### config.mk
export PLATFORM = sky130hd
export DESIGN_NAME = global_control_registers
export DESIGN_NICKNAME = d
export VERILOG_FILES = /design/src/global_regs_pkg.sv /design/src/bit_sync.sv /design/src/sticky_bits.sv /design/src/global_control_registers.sv
export SDC_FILE = /design/constraint.sdc
export NUM_CORES = 1
export LEC_CHECK = 0
export BUFFER_PORTS_ARGS = -buffer_cell sky130_fd_sc_hd__buf_2
export CAP_MARGIN = 40
export CORE_UTILIZATION = 40
export DETAILED_ROUTE_END_ITERATION = 12
export GPL_ROUTABILITY_DRIVEN = 0
export PLACE_DENSITY = 0.68
export SLEW_MARGIN = 20
export SYNTH_ARGS = -nofsm -noshare
export SYNTH_HDL_FRONTEND = slang
export SYNTH_HIERARCHICAL = 1
export SYNTH_SLANG_ARGS = --single-unit
### constraint.sdc
create_clock -name clk -period 5.17 [get_ports clk]
set_input_delay 0 -clock clk [delete_from_list [all_inputs] [get_ports clk]]
set_output_delay 0 -clock clk [all_outputs]
set_load 0.1 [all_outputs]
### src/global_regs_pkg.sv
// Constants, field layout and carrier types for the global register bank
package global_regs_pkg;

  localparam int ADDR_W = 5;
  localparam int DATA_W = 16;

  localparam logic [ADDR_W-1:0] OFS_ID = 5'h00;
  localparam logic [ADDR_W-1:0] OFS_CTRL1 = 5'h02;
  localparam logic [ADDR_W-1:0] OFS_CTRL2 = 5'h04;
  localparam logic [ADDR_W-1:0] OFS_PINCTL = 5'h0a;
  localparam logic [ADDR_W-1:0] OFS_IRQ_STAT = 5'h10;
  localparam logic [ADDR_W-1:0] OFS_IRQ_EN = 5'h12;
  localparam logic [ADDR_W-1:0] OFS_STAT = 5'h14;
  localparam logic [ADDR_W-1:0] OFS_STAT_LATCH = 5'h16;
  localparam logic [ADDR_W-1:0] OFS_STAT_EN = 5'h18;
  localparam logic [ADDR_W-1:0] OFS_PIN_READ = 5'h1c;

  localparam logic [DATA_W-1:0] CTRL1_RESET = 16'h0002;
  localparam logic [DATA_W-1:0] CTRL1_MASK = 16'h40ff;
  localparam logic [DATA_W-1:0] CTRL1_FULL_MASK = 16'h0001;
  localparam logic [DATA_W-1:0] CTRL2_RESET = 16'h0000;
  localparam logic [DATA_W-1:0] CTRL2_MASK = 16'h0f0e;
  localparam logic [DATA_W-1:0] PINCTL_RESET = 16'h0000;
  localparam logic [DATA_W-1:0] ENABLE_RESET = 16'h0000;
  localparam logic [DATA_W-1:0] ZERO_WORD = 16'h0000;

  localparam logic [1:0] PM_MODE_BIT = 2'h0;
  localparam logic [1:0] PM_MODE_PIN = 2'h1;

  localparam int GENERAL_PIN_SIX_IDX = 5;
  localparam int PM_PIN_IDX = 7;

  localparam int CLK_PERIOD_NS = 10;
  localparam int RESET_HOLD_NS = 100;
  localparam int RESET_HOLD_CYCLES = (RESET_HOLD_NS + CLK_PERIOD_NS - 1) / CLK_PERIOD_NS;
  localparam int HOLD_W = $clog2(RESET_HOLD_CYCLES + 1);

  typedef struct packed {
    logic [ADDR_W-1:0] addr;
    logic [DATA_W-1:0] wdata;
    logic wr;
    logic rd;
  } reg_req_t;

  typedef struct packed {
    logic unused_15;
    logic irq_idle_drive_select;
    logic [5:0] unused_13_8;
    logic manual_error_insert_trigger;
    logic error_insert_source_select;
    logic [1:0] pm_update_mode;
    logic pm_update_bit;
    logic latched_clear_on_read_select;
    logic datapath_soft_reset;
    logic full_soft_reset;
  } ctrl1_t;

endpackage

### src/bit_sync.sv
// Two flip-flop synchroniser for a bus of independent levels
`timescale 1ns/10ps
module bit_sync
#(
  parameter int WIDTH = 8
)
(
  // Clock and reset
  input wire logic clk,
  input wire logic reset_n,
  // Levels
  input wire logic [WIDTH-1:0] async_in,
  output logic [WIDTH-1:0] sync_out
);

  logic [WIDTH-1:0] meta_reg;
  logic [WIDTH-1:0] sync_reg;

  // First stage feeds the second stage only
  always_ff @(posedge clk or negedge reset_n)
  begin
    if (!reset_n)
    begin
      meta_reg <= '0;
      sync_reg <= '0;
    end
    else
    begin
      meta_reg <= async_in;
      sync_reg <= meta_reg;
    end
  end

  assign sync_out = sync_reg;

endmodule

### src/sticky_bits.sv
// Sticky status bits where a set in the same cycle beats any clear
`timescale 1ns/10ps
module sticky_bits
#(
  parameter int WIDTH = 16
)
(
  // Clock and reset
  input wire logic clk,
  input wire logic reset_n,
  // Set, clear and forced clear
  input wire logic [WIDTH-1:0] set_bits,
  input wire logic [WIDTH-1:0] clear_bits,
  input wire logic force_clear,
  output logic [WIDTH-1:0] held_bits
);

  logic [WIDTH-1:0] held_reg;
  logic [WIDTH-1:0] held_next;

  // Even a forced clear keeps an event of this very cycle
  assign held_next = force_clear ? set_bits : ((held_reg & ~clear_bits) | set_bits);

  always_ff @(posedge clk or negedge reset_n)
  begin
    if (!reset_n)
      held_reg <= '0;
    else
      held_reg <= held_next;
  end

  assign held_bits = held_reg;

endmodule

### src/global_control_registers.sv
// Global register bank: identity, controls, interrupt and status words
//
// Local design decision: strobed register access.
`timescale 1ns/10ps
module global_control_registers
  import global_regs_pkg::*;
#(
  // Arbitrary identity values
  parameter logic [3:0] REVISION_CODE = 4'h1,
  parameter logic [11:0] PART_CODE = 12'h5a5,
  parameter int PIN_COUNT = 8
)
(
  // Clock and reset
  input wire logic clk,
  input wire logic reset_n,
  // Register port
  input wire reg_req_t reg_req,
  output logic [DATA_W-1:0] reg_rdata,
  // Event and status sources
  input wire logic [DATA_W-1:0] irq_source,
  input wire logic [DATA_W-1:0] status_in,
  input wire logic one_second_tick,
  // General purpose pins
  input wire logic [PIN_COUNT-1:0] general_pin_in,
  // Control outputs
  output logic [DATA_W-1:0] control_two,
  output logic [DATA_W-1:0] pin_control,
  output logic latched_clear_on_read_select,
  output logic global_error_insert,
  output logic pm_update,
  output logic datapath_reset,
  output logic full_reset,
  // Identity towards the boundary-scan block
  output logic [3:0] revision_code_bits,
  output logic [11:0] part_code_bits,
  // Interrupt
  output logic irq,
  output logic irq_pin_out,
  output logic irq_pin_oe
);

  localparam logic [HOLD_W-1:0] HOLD_MAX = HOLD_W'(RESET_HOLD_CYCLES);
  localparam logic [HOLD_W-1:0] HOLD_ZERO = '0;
  localparam logic [HOLD_W-1:0] HOLD_ONE = HOLD_W'(1);

  // Edge detect shared by trigger paths
  function automatic logic rising(input logic prev, input logic cur);
    rising = cur & ~prev;
  endfunction

  // Reset is asserted for the request and until the minimum has elapsed
  function automatic logic hold_active(input logic req, input logic [HOLD_W-1:0] cnt);
    hold_active = req | ((cnt != HOLD_ZERO) & (cnt != HOLD_MAX));
  endfunction

  function automatic logic [HOLD_W-1:0] hold_next(input logic req,
                                                 input logic [HOLD_W-1:0] cnt);
    if (!hold_active(req, cnt))
      hold_next = HOLD_ZERO;
    else if (cnt == HOLD_MAX)
      hold_next = cnt;
    else
      hold_next = cnt + HOLD_ONE;
  endfunction

  // Registers
  logic [DATA_W-1:0] ctrl1_reg;
  logic [DATA_W-1:0] ctrl1_next;
  logic [DATA_W-1:0] ctrl2_reg;
  logic [DATA_W-1:0] ctrl2_next;
  logic [DATA_W-1:0] pinctl_reg;
  logic [DATA_W-1:0] pinctl_next;
  logic [DATA_W-1:0] irq_en_reg;
  logic [DATA_W-1:0] irq_en_next;
  logic [DATA_W-1:0] stat_en_reg;
  logic [DATA_W-1:0] stat_en_next;
  logic [DATA_W-1:0] rdata_reg;
  logic [DATA_W-1:0] rdata_next;
  logic [DATA_W-1:0] status_prev_reg;
  logic [HOLD_W-1:0] dp_hold_reg;
  logic [HOLD_W-1:0] full_hold_reg;
  logic trig_prev_reg;
  logic pin_six_prev_reg;
  logic pm_bit_prev_reg;
  logic pm_pin_prev_reg;
  logic err_pulse_reg;
  logic pm_pulse_reg;
  logic irq_reg;
  logic irq_next;

  // Decoded fields and strobes
  ctrl1_t ctrl1;
  logic [PIN_COUNT-1:0] pins_sync;
  logic [DATA_W-1:0] pin_word;
  logic [DATA_W-1:0] id_word;
  logic [DATA_W-1:0] latched_bits;
  logic [DATA_W-1:0] latched_set;
  logic [DATA_W-1:0] latched_clear;
  logic [DATA_W-1:0] read_word;
  logic [DATA_W-1:0] ctrl1_written;
  logic wr_ctrl1;
  logic wr_ctrl2;
  logic wr_pinctl;
  logic wr_irq_en;
  logic wr_stat_en;
  logic wr_latch;
  logic rd_latch;
  logic full_active;
  logic dp_active;
  logic pin_six;
  logic pm_pin;
  logic err_fire;
  logic pm_fire;

  assign ctrl1 = ctrl1_t'(ctrl1_reg);

  // Pins come from outside the clock domain
  bit_sync #(
    .WIDTH(PIN_COUNT)
  ) pin_sync_inst (
    .clk(clk),
    .reset_n(reset_n),
    .async_in(general_pin_in),
    .sync_out(pins_sync)
  );

  assign pin_six = pins_sync[GENERAL_PIN_SIX_IDX];
  assign pm_pin = pins_sync[PM_PIN_IDX];
  assign pin_word = {{(DATA_W-PIN_COUNT){1'b0}}, pins_sync};

  // Address decode
  assign wr_ctrl1 = reg_req.wr & (reg_req.addr == OFS_CTRL1);
  assign wr_ctrl2 = reg_req.wr & (reg_req.addr == OFS_CTRL2);
  assign wr_pinctl = reg_req.wr & (reg_req.addr == OFS_PINCTL);
  assign wr_irq_en = reg_req.wr & (reg_req.addr == OFS_IRQ_EN);
  assign wr_stat_en = reg_req.wr & (reg_req.addr == OFS_STAT_EN);
  assign wr_latch = reg_req.wr & (reg_req.addr == OFS_STAT_LATCH);
  assign rd_latch = reg_req.rd & (reg_req.addr == OFS_STAT_LATCH);

  // Reset stretchers enforce the minimum even if the host clears early
  assign full_active = hold_active(ctrl1.full_soft_reset, full_hold_reg);
  assign dp_active = hold_active(ctrl1.datapath_soft_reset, dp_hold_reg) | full_active;

  // Control one: full reset returns all but its own bit to default
  assign ctrl1_written = wr_ctrl1 ? (reg_req.wdata & CTRL1_MASK) : ctrl1_reg;
  assign ctrl1_next = full_active ?
                      ((CTRL1_RESET & ~CTRL1_FULL_MASK) | (ctrl1_written & CTRL1_FULL_MASK)) :
                      ctrl1_written;

  assign ctrl2_next = full_active ? CTRL2_RESET :
                      (wr_ctrl2 ? (reg_req.wdata & CTRL2_MASK) : ctrl2_reg);
  assign pinctl_next = full_active ? PINCTL_RESET :
                       (wr_pinctl ? reg_req.wdata : pinctl_reg);
  assign irq_en_next = full_active ? ENABLE_RESET :
                       (wr_irq_en ? reg_req.wdata : irq_en_reg);
  assign stat_en_next = full_active ? ENABLE_RESET :
                        (wr_stat_en ? reg_req.wdata : stat_en_reg);

  // Latched status: set on a rising status bit
  assign latched_set = status_in & ~status_prev_reg;
  // Clear policy follows the select bit; a read clears what it returned
  assign latched_clear = ctrl1.latched_clear_on_read_select ?
                         (rd_latch ? latched_bits : ZERO_WORD) :
                         (wr_latch ? reg_req.wdata : ZERO_WORD);

  sticky_bits #(
    .WIDTH(DATA_W)
  ) latched_inst (
    .clk(clk),
    .reset_n(reset_n),
    .set_bits(latched_set),
    .clear_bits(latched_clear),
    .force_clear(full_active),
    .held_bits(latched_bits)
  );

  // Identity word mirrors the boundary-scan code fields
  assign id_word = {REVISION_CODE, PART_CODE};

  // Read selection; unused offsets return zero
  assign read_word = (reg_req.addr == OFS_ID) ? id_word :
                     (reg_req.addr == OFS_CTRL1) ? ctrl1_reg :
                     (reg_req.addr == OFS_CTRL2) ? ctrl2_reg :
                     (reg_req.addr == OFS_PINCTL) ? pinctl_reg :
                     (reg_req.addr == OFS_IRQ_STAT) ? irq_source :
                     (reg_req.addr == OFS_IRQ_EN) ? irq_en_reg :
                     (reg_req.addr == OFS_STAT) ? status_in :
                     (reg_req.addr == OFS_STAT_LATCH) ? latched_bits :
                     (reg_req.addr == OFS_STAT_EN) ? stat_en_reg :
                     (reg_req.addr == OFS_PIN_READ) ? pin_word :
                     ZERO_WORD;
  // Data stand for one cycle only
  assign rdata_next = reg_req.rd ? read_word : ZERO_WORD;

  // Error insertion: each source keeps its own history
  // so flipping the select cannot fake an edge
  assign err_fire = ctrl1.error_insert_source_select ?
                    rising(pin_six_prev_reg, pin_six) :
                    rising(trig_prev_reg, ctrl1.manual_error_insert_trigger);

  // Performance monitor update source
  assign pm_fire = (ctrl1.pm_update_mode == PM_MODE_BIT) ?
                   rising(pm_bit_prev_reg, ctrl1.pm_update_bit) :
                   (ctrl1.pm_update_mode == PM_MODE_PIN) ?
                   rising(pm_pin_prev_reg, pm_pin) :
                   one_second_tick;

  // Interrupt: unmasked source level or unmasked latched status
  assign irq_next = (|(irq_source & irq_en_reg)) | (|(latched_bits & stat_en_reg));

  always_ff @(posedge clk or negedge reset_n)
  begin
    if (!reset_n)
    begin
      ctrl1_reg <= CTRL1_RESET;
      ctrl2_reg <= CTRL2_RESET;
      pinctl_reg <= PINCTL_RESET;
      irq_en_reg <= ENABLE_RESET;
      stat_en_reg <= ENABLE_RESET;
    end
    else
    begin
      ctrl1_reg <= ctrl1_next;
      ctrl2_reg <= ctrl2_next;
      pinctl_reg <= pinctl_next;
      irq_en_reg <= irq_en_next;
      stat_en_reg <= stat_en_next;
    end
  end

  always_ff @(posedge clk or negedge reset_n)
  begin
    if (!reset_n)
    begin
      dp_hold_reg <= HOLD_ZERO;
      full_hold_reg <= HOLD_ZERO;
    end
    else
    begin
      dp_hold_reg <= hold_next(ctrl1.datapath_soft_reset, dp_hold_reg);
      full_hold_reg <= hold_next(ctrl1.full_soft_reset, full_hold_reg);
    end
  end

  always_ff @(posedge clk or negedge reset_n)
  begin
    if (!reset_n)
    begin
      trig_prev_reg <= 1'b0;
      pin_six_prev_reg <= 1'b0;
      pm_bit_prev_reg <= 1'b0;
      pm_pin_prev_reg <= 1'b0;
      status_prev_reg <= ZERO_WORD;
    end
    else
    begin
      trig_prev_reg <= ctrl1.manual_error_insert_trigger;
      pin_six_prev_reg <= pin_six;
      pm_bit_prev_reg <= ctrl1.pm_update_bit;
      pm_pin_prev_reg <= pm_pin;
      status_prev_reg <= status_in;
    end
  end

  always_ff @(posedge clk or negedge reset_n)
  begin
    if (!reset_n)
    begin
      err_pulse_reg <= 1'b0;
      pm_pulse_reg <= 1'b0;
      irq_reg <= 1'b0;
      rdata_reg <= ZERO_WORD;
    end
    else
    begin
      err_pulse_reg <= err_fire;
      pm_pulse_reg <= pm_fire;
      irq_reg <= irq_next;
      rdata_reg <= rdata_next;
    end
  end

  // Outputs
  assign reg_rdata = rdata_reg;
  assign control_two = ctrl2_reg;
  assign pin_control = pinctl_reg;
  assign latched_clear_on_read_select = ctrl1.latched_clear_on_read_select;
  assign global_error_insert = err_pulse_reg;
  assign pm_update = pm_pulse_reg;
  assign datapath_reset = dp_active;
  assign full_reset = full_active;
  assign revision_code_bits = REVISION_CODE;
  assign part_code_bits = PART_CODE;
  assign irq = irq_reg;

  // Pin is open-drain style: low when active, idle per select
  assign irq_pin_out = ~irq_reg;
  assign irq_pin_oe = irq_reg | ctrl1.irq_idle_drive_select;

endmodule

After elaboration in Yosys (flattened, before gate mapping). Index checks and enable logic that the tools add are counted.

Output and inout port bits: 72. Bits of input ports: 66. Bits in registers: 159.

Equal/unequal tests: 16. Multiplexer cells: 32. Bitwise operators: 30. $add $sub $neg: 2. Reduce and logical (&&, ||, !) cells: 11.

Operators by type and width (count): two-way mux 16 bit (24); bitwise AND 16 bit (4); NOT 16 bit (2); OR reduction 16 bit (2); equality test 5 bit, second input constant (6); two-way mux 4 bit (4); bitwise OR 16 bit (1); bitwise AND 1 bit (13); nonzero test 2 bit (5); adder 4 x 1 -> 4 bit, second input constant (2); equality test 4 bit, second input constant (2); two-way mux 8 bit (1); inequality test 4 bit, second input constant (2); nonzero test 4 bit (2); equality test 5 x 2 -> 1 bit, second input constant (1); equality test 5 x 3 -> 1 bit, second input constant (1); equality test 5 x 4 -> 1 bit, second input constant (1); logical NOT 5 bit (1); NOT 1 bit (5); bitwise OR 1 bit (5); inequality test 2 bit, second input constant (2); two-way mux 1 bit (3); equality test 2 x 1 -> 1 bit, second input constant (1); logical NOT 2 bit (1).

Longest topological paths before layout.
Word-level depth: 12. Mapped depth: 10.

Hierarchy. The synthesis kept the hierarchy.

By module, submodules not included: global_control_registers (area an instance 6173.4 µm², instances 1, seq. area each 2778.9 µm², cells each 706); sticky_bits (area an instance 701.9 µm², instances 1, seq. area each 400.4 µm², cells each 50); bit_sync (area an instance 400.4 µm², instances 1, seq. area each 400.4 µm², cells each 16).

Worst setup path after synthesis. OpenSTA, ideal clock, no wires.

Path type: reg-to-reg. Start: reg full_hold_reg[0]. End: reg latched_inst.held_reg[10], in the netlist latched_inst/held_bits[10]. Setup slack: 2460 ps. Setup time: 124 ps. Buffers on the path: 3. Data arrival time: 2586 ps. Stages on the path, launching flop included: 11. Path through: dfrtp_1 inv_1 ha_1 mux2i_1 nor3_1 inv_1 clkbuf_1 buf_6 buf_12 nor3b_2 or2_1.

Longest elaborated chain between the ends: 4. Elaborated cells between the ends (all ways): 5. Classes of those cells: 1 x eq/ne; 1 x mux; 2 x bitwise; 1 x reduce/logical.

Ends and longest elaborated chain: start, declared (RTL line global_control_registers.sv:82) `logic [HOLD_W-1:0] full_hold_reg;`; start signal, assigned (RTL line global_control_registers.sv:242) `full_hold_reg <= hold_next(ctrl1.full_soft_reset, full_hold_reg);`; inequality test 4 bit or nonzero test 4 bit (tied branches) (RTL line global_control_registers.sv:54) `hold_active = req | ((cnt != HOLD_ZERO) & (cnt != HOLD_MAX));`; bitwise AND 1 bit (*) (RTL line global_control_registers.sv:54); bitwise OR 1 bit (*) (RTL line global_control_registers.sv:54); named net full_reset (RTL line global_control_registers.sv:33) `output logic full_reset,`; two-way mux 16 bit (*) (RTL line sticky_bits.sv:22) `assign held_next = force_clear ? set_bits : ((held_reg & ~clear_bits) | set_bits);`; named net latched_inst.held_next[10] (RTL line sticky_bits.sv:19) `logic [WIDTH-1:0] held_next;`; end signal, assigned (RTL line sticky_bits.sv:29) `held_reg <= held_next;`; end, declared (RTL line sticky_bits.sv:18) `logic [WIDTH-1:0] held_reg;`.

Mark *: on every way through the listed nets, which the timed path passes. The rest lies on a longest branch. A chain may end at the register's enable or synchronous reset.

Final worst setup path.
Start: reg full_hold_reg[0]. End: out full_reset.

Longest elaborated chain between the ends: 3. Elaborated cells between the ends (all ways): 4. Classes of those cells: 1 x eq/ne; 2 x bitwise; 1 x reduce/logical.

Ends and longest elaborated chain (RTL line): inequality test 4 bit or nonzero test 4 bit (tied branches) (global_control_registers.sv:54); bitwise AND 1 bit (*) (global_control_registers.sv:54); bitwise OR 1 bit (*) (global_control_registers.sv:54); end, declared (global_control_registers.sv:33).

Every way passes the cells marked *; elsewhere a longest branch is shown, timed or not.

==> impl_metrics.tcl <==
set metrics [dict create \
    worstPathRequired_ps 5170 \
    final_cells 1141 \
    period_minus_slack_ps 2660 \
    finalClockSkew_ps 7.27 \
    grt_overflow 0 \
    slew_viol_final 0 \
    die-width_um 137 \
    avgRoutedWirePerCell_um 20.4 \
    fill_cells 1643 \
    synth_top_area_share_pct 48.8 \
    max-clock-path-buffers 2 \
    p_leak_nw 3.91 \
    fin_area_um2 8910 \
    r2r-start "full_hold_reg[0]" \
    seq_area_um2 3580 \
    dr.pass1.iters 8 \
    crit_path_max_incr_delay_ps 520 \
    htreeDepth 4 \
    grt_pass1_wl_mm 35.5 \
    ant_nets 0 \
    grt_pass1_vias 6199 \
    synth-main-ff-cell "dfrtp_1" \
    period_share_pct 51.5 \
    path_class "reg -> out" \
    arrival_ps 2660 \
    crit_fanout 41 \
    placed_area_um2 7780 \
    status "finished, final reports clean" \
    critPathSlowestCell "buf_2" \
    grt_setup_unrepaired "no" \
    drtIter0Drc 745 \
    worst_setup_path_start_kind "flop" \
    hp-class "in -> reg" \
    detail_route.vias_per_cell 5.72 \
    core_area_um2 17500 \
    clk_latency_ps 430 \
    cp-end-kind "output pin" \
    grtUsageTotal_pct 26.0 \
    power_density_nw_per_um2 373 \
    tns_ps 0 \
    vdd_drop_max_v 0.000241 \
    synth_area_um2 7280 \
    maxCapViolCount 0 \
    final_common_cell "nand2_1" \
    io_pins 138 \
    cts.sinks 143 \
    yosysTopAreaCell "dfrtp_1" \
    port_buffers 112 \
    yosysSeqAreaShare_pct 49.2 \
    hold_viol 0 \
    cts-root-buf "clkbuf_16" \
    antenna_found_initial 0 \
    worst_slew_margin_rel_pct 51.3 \
    vias 6532 \
    worst_slew_pin_slew_ps 731 \
    cts_tree "built" \
    dieArea_um2 18700 \
    fp.dieH_um 137 \
    setup_violations 0 \
    cts_buffers 17 \
    crit_buf_inv 5 \
    postSynthAreaPerCell_um2 9.42 \
    drc 0 \
    dp_hpwl_mm 16.6 \
    holdCritStartpoint "irq_source[15]" \
    syn_inst 772 \
    row_count 48 \
    ys_types 67 \
    drt-total-wl_mm 23.3 \
    synth_seq_cells 143 \
    area_growth_pct 22.4 \
    final_cell_mix "151 x nand2_1, 142 x dfrtp_1, 112 x buf_2" \
    max_freq_ghz 0.376 \
    fin_nets 977 \
    synthTopCellsByArea "dfrtp_1 49%, nand2_1 7.8%, a21oi_1 6.5%" \
    yosys_warnings 6 \
    cpLargestDelayFamily "buffers and inverters" \
    antenna_cells 0 \
    initial_core_util_pct 41.5 \
    async_flop_share_pct 100 \
    critPathLaunch "full_hold_reg[0]" \
    path_cells "inv_1 -> ha_1 -> mux2i_1 -> nor3_1 -> inv_2 -> buf_12 -> buf_4 -> buf_2" \
    clkTransAtPathRegs_ps 60 \
    dp.cells 1064 \
    grt_max_degree 88 \
    synth_edf_count 0 \
    multi_input_area_um2 3260 \
    drive_gt1_share_pct 19.9 \
]
-- what timing repair did --
item | 4_1_cts | 5_1_grt
hold endpoints to repair | 196 | 3
setup buffers | 0 | 0
endpoints found under the setup margin | 0 | 0
gates resized for setup | 0 | 0
hold buffers | 43 | 1
-- logic make-up (layout without fill, tap and decap cells) --
family	Yosys count	count (layout)	synth area share, %
buffers and inverters	90	211	7.24
xor gates and xnor gates	2	2	0.241
muxes	9	9	1.27
and+or+nand+nor	291	291	20.7
other	2	25	0.103
AOI/OAI and AO/OA	229	229	20.2
adders and majority gates	6	6	1.03
DFF	143	143	49.2
-- synthesized netlist by cell type, drive strengths merged (15+ instances only) --
library cell / count
nand2: 153
dfrtp: 142
a21oi: 94
buf: 60
o21ai: 31
nor2b: 25
nand3: 21
a22oi: 20
nor3b: 20
or2: 19
a22o: 17
inv: 17
nor2: 15
-- power breakdown --
| part | internal [W] | switching [W] | total, W | leakage, nW |
|---|---|---|---|---|
| Combinational | 0.000208 | 0.000520 | 0.000727 | 1.73 |
| Sequential | 0.00120 | 0.0000800 | 0.00128 | 1.88 |
| Clock | 0.000838 | 0.000473 | 0.00131 | 0.300 |
-- per-layer routing --
| metal | GRT usage [%] | wire length (um) |
|---|---|---|
| met3 | 5.15 | 2150 |
| met2 | 40.2 | 10800 |
| met4 | 12.6 | 779 |
| met5 | 0 | 0 |
| met1 | 34.8 | 9570 |
-- worst min-delay path: stages --
cell     delay, ps
buf_2          120
o22ai_1        120
a21oi_1        170
-- stage by stage --
step                utilization (%)  setup slack [ps]  hold slack (ps)  power (W)
finish                         50.8              2510             31.9    0.00332
global placement               44.3              2280              108    0.00196
floorplan                         -              2460             -296    0.00182
CTS                            50.4              2110             9.47    0.00330
global route                   50.8              2290             35.9    0.00345
detailed placement             44.4              2460              109    0.00197
-- final cells by class --
class                   instances  area share [%]
flip-flops and latches        143            40.2
clock inverters                10            1.81
well taps                     225            3.16
multi-input cells             562            36.6
repair buffers                164            12.3
clock buffers                  20            5.24
inverters                      17           0.716
-- worst paths after layout --
check / end / slack [ps] / depth (start not counted)
max: full_reset / 2510 / 8
min reg2reg: pin_sync_inst/sync_out[0] / 340 / 0
max reg2reg: latched_inst/held_bits[10] / 2990 / 9
min: reg_rdata[15] / 30 / 3
max in group asynchronous: latched_inst/held_bits[10] / 3380 / 5
min in group asynchronous: pin_sync_inst/meta_reg[7] / 460 / 3
Power figures use the tool's default switching activity.
